==> config.mk <==
export PLATFORM = sky130hd
export DESIGN_NAME = airflow_i2c_readout
export DESIGN_NICKNAME = d
export VERILOG_FILES = /design/src/pkg/airflow_pkg.sv /design/src/airflow_i2c_readout.sv
export SDC_FILE = /design/constraint.sdc
export NUM_CORES = 1
export LEC_CHECK = 0
export ABC_AREA = 1
export BUFFER_PORTS_ARGS = -buffer_cell sky130_fd_sc_hd__buf_2
export CAP_MARGIN = 20
export CORE_MARGIN = 1.5
export CORE_UTILIZATION = 62
export DETAILED_ROUTE_END_ITERATION = 12
export PLACE_DENSITY_LB_ADDON = 0.12
export SKIP_LAST_GASP = 1
export SLEW_MARGIN = 0
export SYNTH_ARGS = -nofsm -noshare
export SYNTH_HDL_FRONTEND = slang
export SYNTH_SLANG_ARGS = --single-unit
export TNS_END_PERCENT = 20
==> constraint.sdc <==
create_clock -name SYS_CLK_IN -period 2.6 [get_ports SYS_CLK_IN]
set_input_delay 0.52 -clock SYS_CLK_IN [delete_from_list [all_inputs] [get_ports SYS_CLK_IN]]
set_output_delay 0.52 -clock SYS_CLK_IN [all_outputs]
set_load 0.01 [all_outputs]
==> src/pkg/airflow_pkg.sv <==
// Shared constants and types for the airflow sensor serial readout
package airflow_pkg;

	// ***************************************************************
	// Timing
	// ***************************************************************
	localparam int CLK_FREQ_KHZ = 10000;    // System clock, 10 MHz
	localparam int RESP_TIME_US = 1000;     // Flow result refresh interval
	localparam int RESP_CYCLES = (RESP_TIME_US * CLK_FREQ_KHZ) / 1000;

	// ***************************************************************
	// Word layout and transfer function
	// ***************************************************************
	localparam int WORD_W = 16;
	localparam int CODE_W = 14;
	localparam logic [1:0] TAG_FLOW = 2'h0;     // Prefix of flow words
	localparam logic [1:0] TAG_STATUS = 2'h3;   // Prefix of status words
	localparam logic [15:0] FLOW_MID = 16'h2000; // 16384 * 0.5
	localparam logic [13:0] FLOW_GAIN = 14'h199A; // 16384 * 0.4, rounded
	localparam int RATIO_FRAC = 15;              // Ratio input is Q1.15
	localparam logic [1:0] READS_SERIAL = 2'h2;  // Reads carrying serial no.

	// ***************************************************************
	// Target state machine
	// ***************************************************************
	typedef enum logic [4:0] {
		ST_IDLE = 5'h01,
		ST_ADDR = 5'h02,
		ST_AACK = 5'h04,
		ST_TX = 5'h08,
		ST_TACK = 5'h10
	} tgt_state_e;

	typedef struct packed {
		tgt_state_e state;
		logic scl_q;
		logic sda_q;
		logic [2:0] bit_cnt;
		logic [7:0] shift;
		logic [15:0] word;
		logic hi_byte;
		logic ack_ok;
		logic [1:0] rd_cnt;
		logic [15:0] flow_hold;
		logic [15:0] tick_cnt;
		logic tick;
		logic sda_oe;
		logic serial_done;
		logic busy;
	} tgt_reg_s;

	localparam tgt_reg_s TGT_RESET = '{
		state: ST_IDLE, scl_q: 1'b1, sda_q: 1'b1, bit_cnt: 3'h0,
		shift: 8'h00, word: 16'h0000, hi_byte: 1'b1, ack_ok: 1'b0,
		rd_cnt: 2'h0, flow_hold: FLOW_MID, tick_cnt: 16'h0000,
		tick: 1'b0, sda_oe: 1'b0, serial_done: 1'b0, busy: 1'b0};

endpackage

==> src/airflow_i2c_readout.sv <==
// Two-wire serial target that returns serial number then flow words, or status words on sensor error
`timescale 1ns/10ps
`default_nettype none

module airflow_i2c_readout
	import airflow_pkg::*;
#(
	parameter logic [6:0] TARGET_ADDR = 7'h2A,
	parameter int RESP_CYC = RESP_CYCLES
)
(
	input wire logic SYS_CLK_IN,
	input wire logic RSTN_IN,
	input wire logic SCL_IN,
	input wire logic SDA_IN,
	input wire logic [31:0] SERIAL_NUM_IN,
	input wire logic signed [15:0] FLOW_RATIO_IN,
	input wire logic SENSOR_ERR_IN,
	input wire logic [13:0] ERR_CODE_IN,
	output logic SDA_OUT,
	output logic SDA_OE_OUT,
	output logic SERIAL_DONE_OUT,
	output logic BUSY_OUT
);

	// ***************************************************************
	// Parameter checks
	// ***************************************************************
	generate
		if (RESP_CYC < 1 || RESP_CYC > 65535)
		begin : g_bad_resp
			$error("RESP_CYC out of range");
		end
	endgenerate

	// ***************************************************************
	// Reset release
	// ***************************************************************
	logic [1:0] rst_sync_ff;
	logic rst_n;

	// Two-stage release of the asynchronous reset
	always_ff @(posedge SYS_CLK_IN or negedge RSTN_IN)
	begin
		if (!RSTN_IN)
			rst_sync_ff <= 2'h0;
		else
			rst_sync_ff <= {rst_sync_ff[0], 1'b1};
	end
	assign rst_n = rst_sync_ff[1];

	// ***************************************************************
	// Flow code arithmetic
	// ***************************************************************
	logic signed [31:0] flow_prod;
	logic [15:0] flow_code;
	logic [15:0] fresh_word;

	// Scale ratio by 0.4 of full code span, offset to mid-scale
	always_comb
	begin
		flow_prod = FLOW_RATIO_IN * $signed({2'h0, FLOW_GAIN});
		flow_code = FLOW_MID + 16'(flow_prod >>> RATIO_FRAC);
		if (SENSOR_ERR_IN)
			fresh_word = {TAG_STATUS, ERR_CODE_IN};
		else
			fresh_word = {TAG_FLOW, flow_code[CODE_W-1:0]};
	end

	// ***************************************************************
	// Target state machine
	// ***************************************************************
	tgt_reg_s st_ff;
	tgt_reg_s nxt_st;
	logic scl_rise;
	logic scl_fall;
	logic start_cond;
	logic stop_cond;
	logic [15:0] load_word;

	assign scl_rise = SCL_IN && !st_ff.scl_q;
	assign scl_fall = !SCL_IN && st_ff.scl_q;
	assign start_cond = SCL_IN && st_ff.scl_q && st_ff.sda_q && !SDA_IN;
	assign stop_cond = SCL_IN && st_ff.scl_q && !st_ff.sda_q && SDA_IN;

	// Word for the read now starting
	always_comb
	begin
		case (st_ff.rd_cnt)
			2'h0: load_word = SERIAL_NUM_IN[31:16];
			2'h1: load_word = SERIAL_NUM_IN[15:0];
			default: load_word = st_ff.flow_hold;
		endcase
	end

	// Next state of all target registers
	always_comb
	begin
		nxt_st = st_ff;
		nxt_st.scl_q = SCL_IN;
		nxt_st.sda_q = SDA_IN;
		nxt_st.tick = 1'b0;
		// Result refresh timer
		if (st_ff.tick_cnt == 16'(RESP_CYC - 1))
		begin
			nxt_st.tick_cnt = 16'h0000;
			nxt_st.tick = 1'b1;
		end
		else
			nxt_st.tick_cnt = st_ff.tick_cnt + 16'h0001;
		if (st_ff.tick)
			nxt_st.flow_hold = fresh_word;
		// Bus sequencing
		if (start_cond)
		begin
			nxt_st.state = ST_ADDR;
			nxt_st.bit_cnt = 3'h0;
			nxt_st.sda_oe = 1'b0;
		end
		else if (stop_cond)
		begin
			nxt_st.state = ST_IDLE;
			nxt_st.sda_oe = 1'b0;
		end
		else
		begin
			case (st_ff.state)
				ST_IDLE:
					nxt_st.sda_oe = 1'b0;
				ST_ADDR:
				begin
					if (scl_rise)
					begin
						nxt_st.shift = {st_ff.shift[6:0], SDA_IN};
						nxt_st.bit_cnt = st_ff.bit_cnt + 3'h1;
						if (st_ff.bit_cnt == 3'h7)
							nxt_st.ack_ok = 1'b1;
					end
					else if (scl_fall && st_ff.ack_ok)
					begin
						nxt_st.ack_ok = 1'b0;
						// Only reads to our own address
						if (st_ff.shift == {TARGET_ADDR, 1'b1})
						begin
							nxt_st.state = ST_AACK;
							nxt_st.sda_oe = 1'b1;
						end
						else
							nxt_st.state = ST_IDLE;
					end
				end
				ST_AACK:
				begin
					if (scl_fall)
					begin
						nxt_st.word = load_word;
						nxt_st.hi_byte = 1'b1;
						nxt_st.bit_cnt = 3'h0;
						nxt_st.sda_oe = !load_word[15];
						nxt_st.state = ST_TX;
						if (st_ff.rd_cnt != READS_SERIAL)
							nxt_st.rd_cnt = st_ff.rd_cnt + 2'h1;
					end
				end
				ST_TX:
				begin
					if (scl_fall)
					begin
						if (st_ff.bit_cnt == 3'h7)
						begin
							nxt_st.sda_oe = 1'b0;
							nxt_st.state = ST_TACK;
						end
						else
						begin
							nxt_st.bit_cnt = st_ff.bit_cnt + 3'h1;
							nxt_st.word = {st_ff.word[14:0], 1'b0};
							nxt_st.sda_oe = !st_ff.word[14];
						end
					end
				end
				ST_TACK:
				begin
					if (scl_rise)
						nxt_st.ack_ok = !SDA_IN && st_ff.hi_byte;
					else if (scl_fall)
					begin
						nxt_st.ack_ok = 1'b0;
						if (st_ff.ack_ok)
						begin
							// Second byte of the word
							nxt_st.word = {st_ff.word[14:0], 1'b0};
							nxt_st.hi_byte = 1'b0;
							nxt_st.bit_cnt = 3'h0;
							nxt_st.sda_oe = !st_ff.word[14];
							nxt_st.state = ST_TX;
						end
						else
							nxt_st.state = ST_IDLE;
					end
				end
				default:
					nxt_st.state = ST_IDLE;
			endcase
		end
		nxt_st.serial_done = (nxt_st.rd_cnt == READS_SERIAL);
		nxt_st.busy = (nxt_st.state != ST_IDLE);
	end

	// State register
	always_ff @(posedge SYS_CLK_IN or negedge rst_n)
	begin
		if (!rst_n)
			st_ff <= TGT_RESET;
		else
			st_ff <= nxt_st;
	end

	// Open-drain data: only ever pulls low
	assign SDA_OUT = 1'b0;
	assign SDA_OE_OUT = st_ff.sda_oe;
	assign SERIAL_DONE_OUT = st_ff.serial_done;
	assign BUSY_OUT = st_ff.busy;

	// ***************************************************************
	// Assertions
	// ***************************************************************
	logic first_load;
	assign first_load = (st_ff.state == ST_AACK) && scl_fall;

	property p_serial_hi;
		@(posedge SYS_CLK_IN) disable iff (!rst_n)
		first_load && st_ff.rd_cnt == 2'h0
			|=> st_ff.word == $past(SERIAL_NUM_IN[31:16]);
	endproperty
	a_serial_hi: assert property (p_serial_hi)
		else $error("first read not upper serial half");

	property p_serial_lo;
		@(posedge SYS_CLK_IN) disable iff (!rst_n)
		first_load && st_ff.rd_cnt == 2'h1
			|=> st_ff.word == $past(SERIAL_NUM_IN[15:0]);
	endproperty
	a_serial_lo: assert property (p_serial_lo)
		else $error("second read not lower serial half");

	property p_serial_count;
		@(posedge SYS_CLK_IN) disable iff (!rst_n)
		first_load && st_ff.rd_cnt == 2'h1 |=> ##1 SERIAL_DONE_OUT;
	endproperty
	a_serial_count: assert property (p_serial_count)
		else $error("serial phase not over after two reads");

	property p_flow_read;
		@(posedge SYS_CLK_IN) disable iff (!rst_n)
		first_load && st_ff.rd_cnt == READS_SERIAL
			|=> st_ff.word == $past(st_ff.flow_hold);
	endproperty
	a_flow_read: assert property (p_flow_read)
		else $error("later read not the flow word");

	property p_refresh;
		@(posedge SYS_CLK_IN) disable iff (!rst_n)
		!$stable(st_ff.flow_hold) |-> $past(st_ff.tick);
	endproperty
	a_refresh: assert property (p_refresh)
		else $error("flow word changed between refresh ticks");

	property p_flow_tag;
		@(posedge SYS_CLK_IN) disable iff (!rst_n)
		st_ff.tick && !SENSOR_ERR_IN |=> st_ff.flow_hold[15:14] == 2'h0;
	endproperty
	a_flow_tag: assert property (p_flow_tag)
		else $error("flow word prefix not 00");

	property p_err_tag;
		@(posedge SYS_CLK_IN) disable iff (!rst_n)
		st_ff.tick && SENSOR_ERR_IN |=> st_ff.flow_hold[15:14] == 2'h3;
	endproperty
	a_err_tag: assert property (p_err_tag)
		else $error("status word prefix not 11");

	property p_zero_flow;
		@(posedge SYS_CLK_IN) disable iff (!rst_n)
		st_ff.tick && !SENSOR_ERR_IN && FLOW_RATIO_IN == 16'sh0000
			|=> st_ff.flow_hold == 16'h2000;
	endproperty
	a_zero_flow: assert property (p_zero_flow)
		else $error("zero flow not mid-scale");

	property p_addr_match;
		@(posedge SYS_CLK_IN) disable iff (!rst_n)
		st_ff.state == ST_AACK |-> st_ff.shift == {TARGET_ADDR, 1'b1};
	endproperty
	a_addr_match: assert property (p_addr_match)
		else $error("acknowledged a foreign address or a write");

	c_addr_ack: cover property (@(posedge SYS_CLK_IN) disable iff (!rst_n)
		st_ff.state == ST_AACK);
	c_second_byte: cover property (@(posedge SYS_CLK_IN)
		disable iff (!rst_n) st_ff.state == ST_TX && !st_ff.hi_byte);
	c_flow_phase: cover property (@(posedge SYS_CLK_IN)
		disable iff (!rst_n) first_load && st_ff.rd_cnt == READS_SERIAL);

endmodule // airflow_i2c_readout

`default_nettype wire

==> results.json <==
{
  "share_of_final_layout_standard_cells_stronger_than_drive_strength_1_pct": 27.2,
  "fin_nets": 1393,
  "vias": 7498,
  "grtUsageTotal_pct": 32.9,
  "violations": "negative setup slack",
  "timing.max_slew.rel_slack_pct": 52.7,
  "wire_length_of_the_first_global_routing_pass_um": 34000,
  "path_class": "in2reg",
  "clock_tree_root": "sky130_fd_sc_hd__clkbuf_16",
  "grt_start_max_net_pins": 47,
  "skew_ps": 7.64,
  "vias_per_cell": 5.53,
  "worst-endpoint-required_ps": 2810,
  "core_sq_um": 12100,
  "cts_sinks": 74,
  "yosysWarnings": 0,
  "async_flop_share_pct": 100,
  "post-place-cells": 1336,
  "ys.flop_type": "sky130_fd_sc_hd__dfrtp_1",
  "insertion_delay_ps": 350,
  "gpl.final_weighted_congestion": 0.938,
  "end_kind": "register",
  "fp.dieH_um": 115,
  "cp_data_arrival_time_ps": 4350,
  "synthTopCellsByArea": "sky130_fd_sc_hd__dfrtp_1 22%, sky130_fd_sc_hd__fa_1 15%, sky130_fd_sc_hd__ha_1 14%",
  "yosys.area.top_type": "sky130_fd_sc_hd__dfrtp_1",
  "final-setup-viol-count": 14,
  "port-buffer-count": 69,
  "synth_sequential_area_ratio_pct": 23.9,
  "kind_of_launch_point_of_the_worst_setup_path": "input pin",
  "timing.critical_path.fanout_max": 4,
  "floorplan.die_area_sq_um": 13200,
  "n_antenna_cell": 0,
  "status": "complete, but fails checks",
  "syn-instance-count": 1024,
  "pwr_density_cell_nw_per_um2": 1180,
  "power.ir.vdd_worst_mv": 0.953,
  "report.final.slew_viol_count": 0,
  "die_w_um": 115,
  "finalHoldViolations": 0,
  "grt-ovfl-total": 0,
  "maxCapViolations": 0,
  "drt-total-wl_um": 21000,
  "drcViolationCount": 0,
  "timing.hold.ws_ps": 288,
  "worstHoldPathType": "reg2async",
  "cts_tree": "yes",
  "io_pins": 71,
  "detail_route.first_pass.iterations": 8,
  "drt.antenna.violating_nets": 0,
  "worst_pin_slew_ps": 705,
  "antenna_found_initial": 0,
  "postSynthRegisterBits": 74,
  "post-route-min-period_ps": 4140,
  "grt_setup_unrepaired": "yes",
  "synth.distinct_cells": 48,
  "fp-row-count": 40,
  "wirelength_per_cell_um": 15.5,
  "final_core_util_pct": 83.0,
  "area_growth_pct": 29.2,
  "finish.cell_count_without_fillers": 1356,
  "max_clock_freq_mhz": 242,
  "cts_max_level": 3,
  "cts_inserted_buffers": 9,
  "syn-cell-area_sq_um": 7780,
  "drt_iter0_drc": 743,
  "detailedPlacementHpwl_um": 16200,
  "syn_nets": 1234,
  "number_of_global_route_vias_before_repair": 7448,
  "synth.top_cell.area_share_pct": 22.2,
  "leakagePower_uw": 0.00522,
  "worst_slack_ps": -1540,
  "final_min_period_over_clock_period_pct": 159,
  "syn_area_per_cell_sq_um": 7.60,
  "initial_core_util_pct": 64.3,
  "synth-edff-count": 0,
  "clock_path_buffers": 2,
  "cts.reportedPaths.clkPinSlew_ps": 60
}
[critical path, stage by stage]
cell and delay, ps:
sky130_fd_sc_hd__buf_2 140, sky130_fd_sc_hd__ha_4 260, sky130_fd_sc_hd__fa_1 500, sky130_fd_sc_hd__fa_2 590, sky130_fd_sc_hd__inv_1 60, sky130_fd_sc_hd__fa_2 450, sky130_fd_sc_hd__fa_1 510, sky130_fd_sc_hd__inv_1 70
sky130_fd_sc_hd__ha_4 310, sky130_fd_sc_hd__nand2_4 90, sky130_fd_sc_hd__o21ai_2 200, sky130_fd_sc_hd__inv_1 80, sky130_fd_sc_hd__nand2_2 70, sky130_fd_sc_hd__inv_1 60, sky130_fd_sc_hd__nand3_1 80, sky130_fd_sc_hd__nand2_1 70
sky130_fd_sc_hd__nor2_2 180, sky130_fd_sc_hd__o22ai_1 110
[final cells by class]
type | count | area, sq um
Clock inverter | 4 | 76.3
Tap cell | 168 | 210
Sequential cell | 74 | 1860
Inverter | 198 | 748
Clock buffer | 12 | 246
Timing Repair Buffer | 164 | 1120
Multi-Input combinational cell | 736 | 5790
Fill cell | 785 | 2060
[kinds of logic (layout without fill, tap and decap cells)]
logic type,count (synthesis),count (layout),synth area share [%]
flops,74,74,23.9
other cells,2,2,0.0965
simple gates,435,435,24.1
fa+ha+maj,143,143,28.6
compound gates,131,131,9.76
buf+inv,214,378,10.8
mux,2,2,0.289
xor+xnor,23,23,2.59
[per-stage QoR]
| step | TNS [ps] | setup slack, ps | power, uW | instance area (sq um) |
|---|---|---|---|---|
| 6_report | -20390 | -1540 | 11900 | 10100 |
| 5_1_grt | -22430 | -1660 | 12700 | 10100 |
| 4_1_cts | -19700 | -1470 | 10800 | 9810 |
| 3_5_place_dp | -25740 | -1930 | 8790 | 9290 |
| 3_3_place_gp | -24660 | -1870 | 8550 | 9290 |
| 2_1_floorplan | -18520 | -1410 | 6300 | 8130 |
[state kept, by name (all words and copies together) (netlist names)]
signal / count
SDA_OE_OUT: 1
BUSY_OUT: 1
SERIAL_DONE_OUT: 1
rst_sync_ff: 2
st_ff: 69
[cell usage in the layout, fill, tap and decap left out, drive strengths merged, types with 6 or more instances in the layout]
cell    count
ha         85
nor3       16
nand2     227
nor4        8
nand3      53
xor2       18
o21ai      43
a21oi      50
a31oi      14
clkbuf     12
fa         58
buf       163
o22ai       6
nor2      104
nand4      19
dfrtp      69
inv       198
[metal layers]
layer  vias up  GRT usage (%)  routed length, um
met5         -              0                  0
met4         0           13.8                847
met3        76           5.80               1190
met2       305           56.9              10500
met1      3538           40.8               8480
li1       3579              -                  -
[timing repair]
action | 4_1_cts | 5_1_grt
gates resized for setup | 47 | 55
hold buffers | 1 | 0
setup buffers | 1 | 2
pin swaps | 25 | 44
endpoints found under the setup margin | 14 | 14
hold endpoints to repair | 2 | 0
[path summary, 6_finish.rpt]
| path | to | from | slack, ps | cells after the start |
|---|---|---|---|---|
| setup / recovery | st_ff[25] | FLOW_RATIO_IN[7] | -1540 | 18 |
| hold / removal | st_ff[29] | rst_sync_ff[1] | 290 | 0 |
| setup reg to reg | st_ff[48] | st_ff[68] | 350 | 9 |
| hold reg to reg | st_ff[29] | rst_sync_ff[1] | 290 | 0 |
| max in group asynchronous | st_ff[68] | rst_sync_ff[1] | 1590 | 1 |
| min in group SYS_CLK_IN | st_ff[68] | SCL_IN | 300 | 1 |
[where the power goes]
| part | internal (uW) | switching (uW) |
|---|---|---|
| clock network | 871 | 502 |
| logic | 3950 | 5270 |
| registers | 1250 | 63.8 |
| total | 6080 | 5830 |
[cell usage after synthesis (6+ instances only)]
master and instances:
sky130_fd_sc_hd__clkbuf_1 12, sky130_fd_sc_hd__nor3_1 12, sky130_fd_sc_hd__ha_1 85, sky130_fd_sc_hd__a21oi_1 50, sky130_fd_sc_hd__nor4_1 8, sky130_fd_sc_hd__nor2_2 8, sky130_fd_sc_hd__o22ai_1 6, sky130_fd_sc_hd__nand3_1 52
sky130_fd_sc_hd__fa_1 58, sky130_fd_sc_hd__nor2_1 95, sky130_fd_sc_hd__dfrtp_1 69, sky130_fd_sc_hd__inv_1 191, sky130_fd_sc_hd__nand2_1 226, sky130_fd_sc_hd__xor2_1 18, sky130_fd_sc_hd__nand4_1 19, sky130_fd_sc_hd__a31oi_1 9
sky130_fd_sc_hd__o21ai_0 40
(Power assumes the default switching activity.)
